--- src/verilog/trim_pkg.sv ---
// Constants, field layouts and carrier types for the offset and gain trim bank.
// Assumes one 50 MHz register clock and a parallel write port on that clock.
//
// Operation
// - Offset bits 15:8 are unsigned linear magnitude.
// - Each magnitude code adds one constant offset step.
// - Bit 7 selects offset polarity, one negative.
// - Reset leaves offset magnitude and sign zero.
// - Full-scale bits 15:7 form linear gain code.
// - Reset gain code is one then eight zeros.
// - New gain code applies without any recalibration.
// - Trims apply only in extended control mode.
package trim_pkg;

	// ------------------------------------------------------------------
	// Register map
	// ------------------------------------------------------------------
	localparam logic [3:0]  OFFSET_TRIM_ADDR     = 4'h2;     // Offset trim register
	localparam logic [3:0]  FULL_SCALE_TRIM_ADDR = 4'h3;     // Full-scale trim register

	// ------------------------------------------------------------------
	// Field positions
	// ------------------------------------------------------------------
	localparam int          FIELD_MSB            = 15;       // Top of both stored fields
	localparam int          FIELD_LSB            = 7;        // Bottom of both stored fields
	localparam int          OFFSET_MAG_MSB       = 8;        // Magnitude within stored field
	localparam int          OFFSET_MAG_LSB       = 1;
	localparam int          OFFSET_SIGN_POS      = 0;        // Sign within stored field
	localparam int          FILL_MSB             = 6;        // Must-be-one filler bits

	// ------------------------------------------------------------------
	// Reset values
	// ------------------------------------------------------------------
	localparam logic [15:0] OFFSET_TRIM_RESET    = 16'h007f; // No offset applied
	localparam logic [15:0] FULL_SCALE_TRIM_RESET = 16'h807f; // Nominal range
	localparam logic [8:0]  OFFSET_FIELD_RESET   = OFFSET_TRIM_RESET[FIELD_MSB:FIELD_LSB];
	localparam logic [8:0]  GAIN_FIELD_RESET     = FULL_SCALE_TRIM_RESET[FIELD_MSB:FIELD_LSB];
	localparam logic [7:0]  OFFSET_MAG_ZERO      = 8'h00;    // Zero offset magnitude
	localparam logic [8:0]  GAIN_NOMINAL         = 9'h100;   // Nominal gain code

	// ------------------------------------------------------------------
	// Recommended gain band and offset scaling
	// ------------------------------------------------------------------
	localparam logic [8:0]  GAIN_REC_MIN         = 9'h0c0;   // Lower recommended code
	localparam logic [8:0]  GAIN_REC_MAX         = 9'h1c0;   // Upper recommended code
	localparam int          OFFSET_STEP_UV       = 176;      // Offset per code, microvolts
	localparam int          OFFSET_FULL_MV       = 45;       // Offset at all-ones code

	// ------------------------------------------------------------------
	// Carrier types
	// ------------------------------------------------------------------
	typedef struct packed {
		logic        en;                                  // One-cycle write strobe
		logic [3:0]  addr;                                // Register address
		logic [15:0] data;                                // Full register word
	} wr_req_type;

	typedef struct packed {
		logic [7:0]  offset_mag;                          // Applied offset magnitude
		logic        offset_neg;                          // Applied polarity, one negative
		logic [8:0]  gain_code;                           // Applied full-scale code
	} trim_out_type;

	typedef struct packed {
		logic         mode_meta;                          // Mode pin, first stage
		logic         mode_sync;                          // Mode pin, second stage
		trim_out_type out;                                // Applied settings
		logic [8:0]   offset_signed;                      // Offset in steps, two's complement
		logic         gain_in_range;                      // Stored gain within band
	} bank_state_type;

	localparam bank_state_type BANK_STATE_RESET = '{
		mode_meta:     1'b0,
		mode_sync:     1'b0,
		out:           '{offset_mag: OFFSET_MAG_ZERO, offset_neg: 1'b0,
		                 gain_code: GAIN_NOMINAL},
		offset_signed: 9'h000,
		gain_in_range: 1'b1
	};

endpackage : trim_pkg
--- src/verilog/offset_gain_adjust_regs.sv ---
// Offset and full-scale trim bank of the converter's extended control set.
// Assumes writes arrive already deserialised as one-cycle strobes on clk_i,
// and the extended-mode selection arrives from a pin, so it is synchronised.
`timescale 1ns/10ps

module offset_gain_adjust_regs
(
	input  wire logic                  clk_i,
	input  wire logic                  rst_i,
	input  wire trim_pkg::wr_req_type  wr_i,            // Register write request
	input  wire logic                  ext_mode_i,      // Extended control mode pin
	output trim_pkg::trim_out_type     settings_o,      // Settings to converter core
	output logic [8:0]                 offset_signed_o, // Offset in steps, signed
	output logic                       gain_in_range_o, // Stored gain inside band
	output logic                       ext_active_o     // Synchronised mode
);

	// ------------------------------------------------------------------
	// Write decode
	// ------------------------------------------------------------------
	logic       offset_load;                       // Write hits offset trim
	logic       gain_load;                         // Write hits full-scale trim
	logic [8:0] offset_field;                      // Stored magnitude and sign
	logic [8:0] gain_field;                        // Stored gain code

	// Decode both addresses; filler bits are not stored, so a writer
	// that forgets them cannot disturb the fields
	assign offset_load = wr_i.en && (wr_i.addr == trim_pkg::OFFSET_TRIM_ADDR);
	assign gain_load   = wr_i.en && (wr_i.addr == trim_pkg::FULL_SCALE_TRIM_ADDR);
	// Other addresses fall through untouched, so the rest of the
	// extended set can share this write port without any effect here

	// ------------------------------------------------------------------
	// Stored fields
	// ------------------------------------------------------------------
	// Offset word bits 15:7 hold magnitude and sign
	trim_field_reg
	#(
		.W           (9),
		.RESET_VALUE (trim_pkg::OFFSET_FIELD_RESET)
	)
	offset_store
	(
		.clk_i  (clk_i),
		.rst_i  (rst_i),
		.load_i (offset_load),
		.data_i (wr_i.data[trim_pkg::FIELD_MSB:trim_pkg::FIELD_LSB]),
		.q_o    (offset_field)
	);

	// Full-scale word bits 15:7 hold the gain code
	trim_field_reg
	#(
		.W           (9),
		.RESET_VALUE (trim_pkg::GAIN_FIELD_RESET)
	)
	gain_store
	(
		.clk_i  (clk_i),
		.rst_i  (rst_i),
		.load_i (gain_load),
		.data_i (wr_i.data[trim_pkg::FIELD_MSB:trim_pkg::FIELD_LSB]),
		.q_o    (gain_field)
	);

	// ------------------------------------------------------------------
	// Bank state
	// ------------------------------------------------------------------
	trim_pkg::bank_state_type s_q;                 // Registered state
	trim_pkg::bank_state_type s_d;                 // Next state

	// Next state: sync the mode pin, then choose applied settings
	always_comb
	begin
		s_d           = s_q;
		s_d.mode_meta = ext_mode_i;
		s_d.mode_sync = s_q.mode_meta;
		if (s_q.mode_sync)
		begin
			// Extended mode: fields go straight to the core
			s_d.out.offset_mag = offset_field[trim_pkg::OFFSET_MAG_MSB:trim_pkg::OFFSET_MAG_LSB];
			s_d.out.offset_neg = offset_field[trim_pkg::OFFSET_SIGN_POS];
			s_d.out.gain_code  = gain_field;
		end
		else
		begin
			// Normal mode: stored values kept but not applied
			// Keeping them costs nothing and applies the last write on switch
			s_d.out.offset_mag = trim_pkg::OFFSET_MAG_ZERO;
			s_d.out.offset_neg = 1'b0;
			s_d.out.gain_code  = trim_pkg::GAIN_NOMINAL;
		end
		// Signed step count; one code is one fixed step either way
		if (s_d.out.offset_neg)
		begin
			s_d.offset_signed = 9'(-{1'b0, s_d.out.offset_mag});
		end
		else
		begin
			s_d.offset_signed = {1'b0, s_d.out.offset_mag};
		end
		// Advisory only; out-of-band codes are still applied
		s_d.gain_in_range = (gain_field >= trim_pkg::GAIN_REC_MIN) &&
		                    (gain_field <= trim_pkg::GAIN_REC_MAX);
	end

	// Register the whole state
	always_ff @(posedge clk_i or posedge rst_i)
	begin
		if (rst_i)
		begin
			s_q <= trim_pkg::BANK_STATE_RESET;
		end
		else
		begin
			s_q <= s_d;
		end
	end

	// ------------------------------------------------------------------
	// Outputs, all from flip-flops
	// ------------------------------------------------------------------
	// Core sees only registered values, so no decode glitch reaches it
	assign settings_o      = s_q.out;
	assign offset_signed_o = s_q.offset_signed;
	assign gain_in_range_o = s_q.gain_in_range;
	assign ext_active_o    = s_q.mode_sync;
endmodule : offset_gain_adjust_regs

--- src/verilog/trim_field_reg.sv ---
// One write-only trim field with its own reset value.
// Assumes the load strobe and data come from logic on the same clock.
`timescale 1ns/10ps

module trim_field_reg
#(
	parameter int             W           = 9,
	parameter logic [W-1:0]   RESET_VALUE = '0
)
(
	input  wire logic         clk_i,
	input  wire logic         rst_i,
	input  wire logic         load_i,      // Write to this register
	input  wire logic [W-1:0] data_i,      // Field bits of the written word
	output logic      [W-1:0] q_o          // Held field
);

	// ------------------------------------------------------------------
	// Storage
	// ------------------------------------------------------------------
	logic [W-1:0] field_q;                 // Held value
	logic [W-1:0] field_d;                 // Next value

	// Load on write, else keep; no other path alters it
	always_comb
	begin
		field_d = field_q;
		if (load_i)
		begin
			field_d = data_i;
		end
	end

	// Reset to the power-on value
	always_ff @(posedge clk_i or posedge rst_i)
	begin
		if (rst_i)
		begin
			field_q <= RESET_VALUE;
		end
		else
		begin
			field_q <= field_d;
		end
	end

	assign q_o = field_q;

endmodule : trim_field_reg

--- config.mk ---
export PLATFORM = sky130hd
export DESIGN_NAME = offset_gain_adjust_regs
export DESIGN_NICKNAME = d
export VERILOG_FILES = /design/src/verilog/trim_pkg.sv /design/src/verilog/offset_gain_adjust_regs.sv /design/src/verilog/trim_field_reg.sv
export SDC_FILE = /design/constraint.sdc
export NUM_CORES = 1
export LEC_CHECK = 0
export BUFFER_PORTS_ARGS = -buffer_cell sky130_fd_sc_hd__buf_4
export CORE_ASPECT_RATIO = 1.2
export CORE_MARGIN = 2
export CORE_UTILIZATION = 54
export CTS_CLUSTER_DIAMETER = 60
export DETAILED_ROUTE_END_ITERATION = 6
export GPL_ROUTABILITY_DRIVEN = 0
export GPL_TIMING_DRIVEN = 0
export HOLD_SLACK_MARGIN = 0.08
export PLACE_DENSITY = 0.88
export SYNTH_ARGS = -nofsm -noshare
export SYNTH_HDL_FRONTEND = slang
export SYNTH_SLANG_ARGS = --single-unit
--- constraint.sdc ---
create_clock -name clk_i -period 2.6 [get_ports clk_i]
set_clock_uncertainty 0.15 [all_clocks]
set_input_delay 0 -clock clk_i [delete_from_list [all_inputs] [get_ports clk_i]]
set_output_delay 0 -clock clk_i [all_outputs]
set_load 0.03 [all_outputs]
### After elaboration in Yosys (flattened, before gate mapping)

Cells that the tools add are included.

| word-level totals | value |
|---|---|
| flip-flop bits (word level) | 48 |
| input port bits | 24 |
| output and inout bits | 29 |

| cells by class | value |
|---|---|
| add/subtract/negate cells | 1 |
| $lt $le $gt $ge | 2 |
| equality and inequality tests | 2 |
| muxes and demuxes | 2 |
| reduce and logical (&&, ||, !) cells | 3 |

Operators with widths:

| kind | number |
|---|---|
| 18-bit two-way mux | 1 |
| 9-bit by 8-bit greater-or-equal comparator with 1-bit output, second input constant | 1 |
| 9-bit less-or-equal comparator, second input constant | 1 |
| 9-bit two-way mux | 1 |
| 8-bit negator with 9-bit output | 1 |
| 4-bit by 2-bit == test with 1-bit output, second input constant | 2 |
| 1-bit logical AND | 3 |

### Logic depth before layout (Yosys ltp)

| logic depth | value |
|---|---|
| depth after elaboration | 3 |
| depth in mapped cells | 6 |
| depth with buffers taken out | 5 |

### By module

From an unflattened synthesis, not the netlist that was laid out.

| second synthesis, totals | value |
|---|---|
| cell total of the unflattened synthesis | 131 |
| area, all modules | 1850.5 um^2 |

Modules (own cells, without submodules):

| module | times used | cells each | area each (um^2) |
|---|---|---|---|
| offset_gain_adjust_regs | 1 | 91 | 1098.6 |
| trim_field_reg (gain_store) | 1 | 20 | 376.6 |
| trim_field_reg (offset_store) | 1 | 20 | 375.4 |

### Least setup slack after synthesis

No wires, ideal clock.

| path | value |
|---|---|
| kind | reg-to-reg |
| start | register s_q (netlist bit ext_active_o) |
| end | register s_q (netlist bit offset_signed_o[6]) |
| setup time | 125 ps |
| arrival time | 1736 ps |
| required time | 2325 ps |
| setup slack | 590 ps |
| stages on the path, launching flop included | 7 |
| path buffers | 1 |
| clock period less this slack | 2010 ps |
| cells stage by stage | dfrtp_1 clkbuf_1 nand2_1 ha_1 nor2b_1 a21oi_1 mux2_2 |

RTL lines:

| item | RTL line | text |
|---|---|---|
| from (decl) | offset_gain_adjust_regs.sv:69 | `trim_pkg::bank_state_type s_q;` |
| from (signal assigned) | offset_gain_adjust_regs.sv:112 | `s_q <= trim_pkg::BANK_STATE_RESET;` |

==> summary.txt <==
CTS
  – CTS clock-pin slew for the worst setup and hold paths: 0.13 ns
  – Clk Latency, worst-skew pair: 0.36 ns
  – CTS tree: yes
  – Longest Clk Path Bufs: 2
  – Inserted Clock Buffers: 5
  – CTS Sinks: 47
  – Number of gates resized after cts: 0
  – Post-CTS Setup Bufs: 0
  – CTS Root Cell: clkbuf_4
  – H-tree Lvls: 2

Worst setup path
  – Startpoint Class: register
  – WP data arrival: about 2.3 ns
  – Critical path type: reg -> reg
  – Crit Path Max Fanout: 10
  – Worst Setup End Kind: register
  – CP required: approximately 2.7 ns

GRT
  – Pin count of the biggest net entering global routing: 48
  – First-pass GRT wire length: 6.00 mm
  – Vias in the first global route: 1252
  – Total global-route track usage: 0.221
  – Aggregate global routing overflow: 0
  – Initial antenna violation count: 0

STA
  – Slew HR: 0.393
  – Max-slew violations: 0
  – RSZ-0062 raised after global routing: no
  – Hold Fails Final Rpt: 0
  – Max Fclk: between 400 and 500 MHz
  – Worst-margin pin slew: a little over 0.9 ns
  – Setup violations, final: 0
  – Setup TNS: 0 ns
  – Period utilisation layout: 0.843
  – Minimum clock period: approximately 2.2 ns

Yosys
  – Yosys warns: 0
  – Dominant cell type by area after synthesis: dfrtp_1
  – Asr flop ratio synth: 1.00
  – Syn Area/Cell: 13.8 sq um
  – Synth cell types: 32
  – Post-synth top flop: dfrtp_1
  – Register area share after synthesis: 0.669
  – Ranking of synthesized cells by area: dfrtp_1 62%, mux2_2 10%, dfstp_2 4.5%
  – Post-synth EDFFs: 0
  – Synth top area share: 0.624
  – Syn Inst Count: about 130
  – FF+latch count, synth: 47
  – Mapped Area: 0.00176 sq mm
  – Syn nets: between 150 and 200

Layout
  – # fillers: ~200
  – Area of the multi-input gates: roughly 540 sq um
  – Share of post-route cells with drive strength above 1: 0.384
  – Antenna diode count: 0
  – Layout net count: ~220
  – Fin area: between 0.002 and 0.0025 sq mm
  – Area delta synth->final: 34.2%
  – Reg area: approximately 0.0012 sq mm

Placed design
  – Post-DP Area: 0.00215 sq mm
  – Port Buffer Count: 45
  – DP HPWL: 2.42 mm

Die
  – Initial Util: 0.572
  – Site Rows: 22
  – Die area: approximately 0.0037 sq mm
  – Core Region: just over 0.003 sq mm
  – I/O pin count: 53
  – Die width: 56.2 um
  – Die Y: 66.6 um

Route
  – Final ANT Viol Nets: 0
  – Iteration-0 DRC Markers: 12
  – Vias/cell: approximately 5.1
  – DRC Markers: 0
  – Routed length per instance: 15.0 um
  – Routed vias: 1198
  – Detailed Routing Iterations Pass 1: 4
  – Final wirelength: ~3.5 mm

Power and ir drop
  – Cell area power density: roughly 780 mW/mm^2
  – Pleak: approximately 1.2 nW
  – IR drop worst, VDD: 0.000620 V

Outcome
  – Status: complete, no violations

Job
  – Max-cap violations: 0

Hold path
  – Worst min path class: in -> reg
layout make-up:
class	instances	area share
Sequential cell	47	0.498
Clock buffer	7	0.0190
Multi-Input combinational cell	71	0.229
Tap cell	36	0.0190
Inverter	7	0.0111
Clock inverter	1	0.00211
Timing Repair Buffer	62	0.215
Buffer	3	0.00687
cell usage after synthesis, drive strengths merged (2+ instances only):
library cell and count:
buf 2, o21ai 2, a21oi 6, and2 13
mux2 21, or3 2, nor2 10, nand2 2
nor3 2, inv 6, dfrtp 44, dfstp 3
per-layer routing:
layer | routed length, um | track usage | vias up
met5 | 0 | 0 | -
met4 | 118 | 0.116 | 0
met3 | 141 | 0.0466 | 13
met2 | 1920 | 0.396 | 38
met1 | 1340 | 0.247 | 580
li1 | - | - | 567
state kept, by name (all words and copies together), names as in the netlist:
signal	cells
s_d	1
offset_signed_o	9
ext_active_o	1
gain_in_range_o	1
settings_o	17
offset_store.q_o	9
gain_store.q_o	9
through the flow:
| stage | hold WS [ns] | power, mW | worst slack, ns | instances | util |
|---|---|---|---|---|---|
| floorplan | -0.119 | 1.30 | 0.590 | 128 | - |
| detailed placement | -0.0366 | 1.50 | 0.478 | 209 | 0.696 |
| global route | 0.113 | 1.94 | 0.244 | 234 | 0.768 |
| CTS | 0.0889 | 1.85 | 0.432 | 234 | 0.768 |
| global placement | -0.0403 | 1.47 | 0.542 | 209 | 0.696 |
| finish | 0.0875 | 1.84 | 0.408 | 234 | 0.768 |
power by group:
part / internal [mW] / switching [mW] / leakage, nW
Clock: 0.106 / 0.213 / 0.0293
Sequential: 0.873 / 0.0979 / 0.592
Combinational: 0.252 / 0.302 / 0.550
critical path, cell delays in order, from the launching register on:
cell and delay (ns):
dfrtp_1 0.53, clkbuf_1 0.33, nand2_1 0.14, ha_1 0.25
nor2b_1 0.16, a21oi_1 0.17, mux2_2 0.36
cell families after synthesis:
kind of cell / count (synthesis) / synth area share
AO/OA/AOI/OAI: 12 / 0.0433
XOR/XNOR: 1 / 0.00497
adder cells (fa/ha/maj): 1 / 0.00709
buffers and inverters: 10 / 0.0241
flip-flops: 47 / 0.669
multiplexers: 22 / 0.140
AND/OR/NAND/NOR: 35 / 0.112
cells in the final DEF, fill, tap and decap left out, types with 2 or more instances in the layout:
cell           count
nand2_1            2
o21ai_0            2
mux2_1             5
nor3_1             2
clkbuf_4           5
or3_1              2
clkbuf_1           3
inv_1              5
buf_4             46
and2_1            12
dlygate4sd3_1     17
a21oi_1            5
mux2_2            16
dfrtp_1           44
dfstp_2            3
nor2_1             9
worst paths after layout:
| check | startpoint | endpoint | slack, ns | cells past startpoint |
|---|---|---|---|---|
| worst max register to register | ext_active_o | offset_signed_o[6] | 0.41 | 6 |
| worst min-delay path | wr_i[18] | offset_store.q_o[7] | 0.09 | 4 |
| max in group asynchronous | rst_i | settings_o[9] | 1.49 | 3 |
| min in group asynchronous | rst_i | settings_o[1] | 0.24 | 3 |
| worst max-delay path | ext_active_o | offset_signed_o[6] | 0.41 | 6 |
| worst min register to register | s_d[28] | ext_active_o | 0.22 | 0 |
what timing repair did:
| item | CTS | global route |
|---|---|---|
| hold buffers | 17 | 0 |
| endpoints found under the setup margin | 0 | 0 |
| endpoints found under the hold margin | 63 | 0 |
No activity file was read; power rests on OpenSTA's default activity.
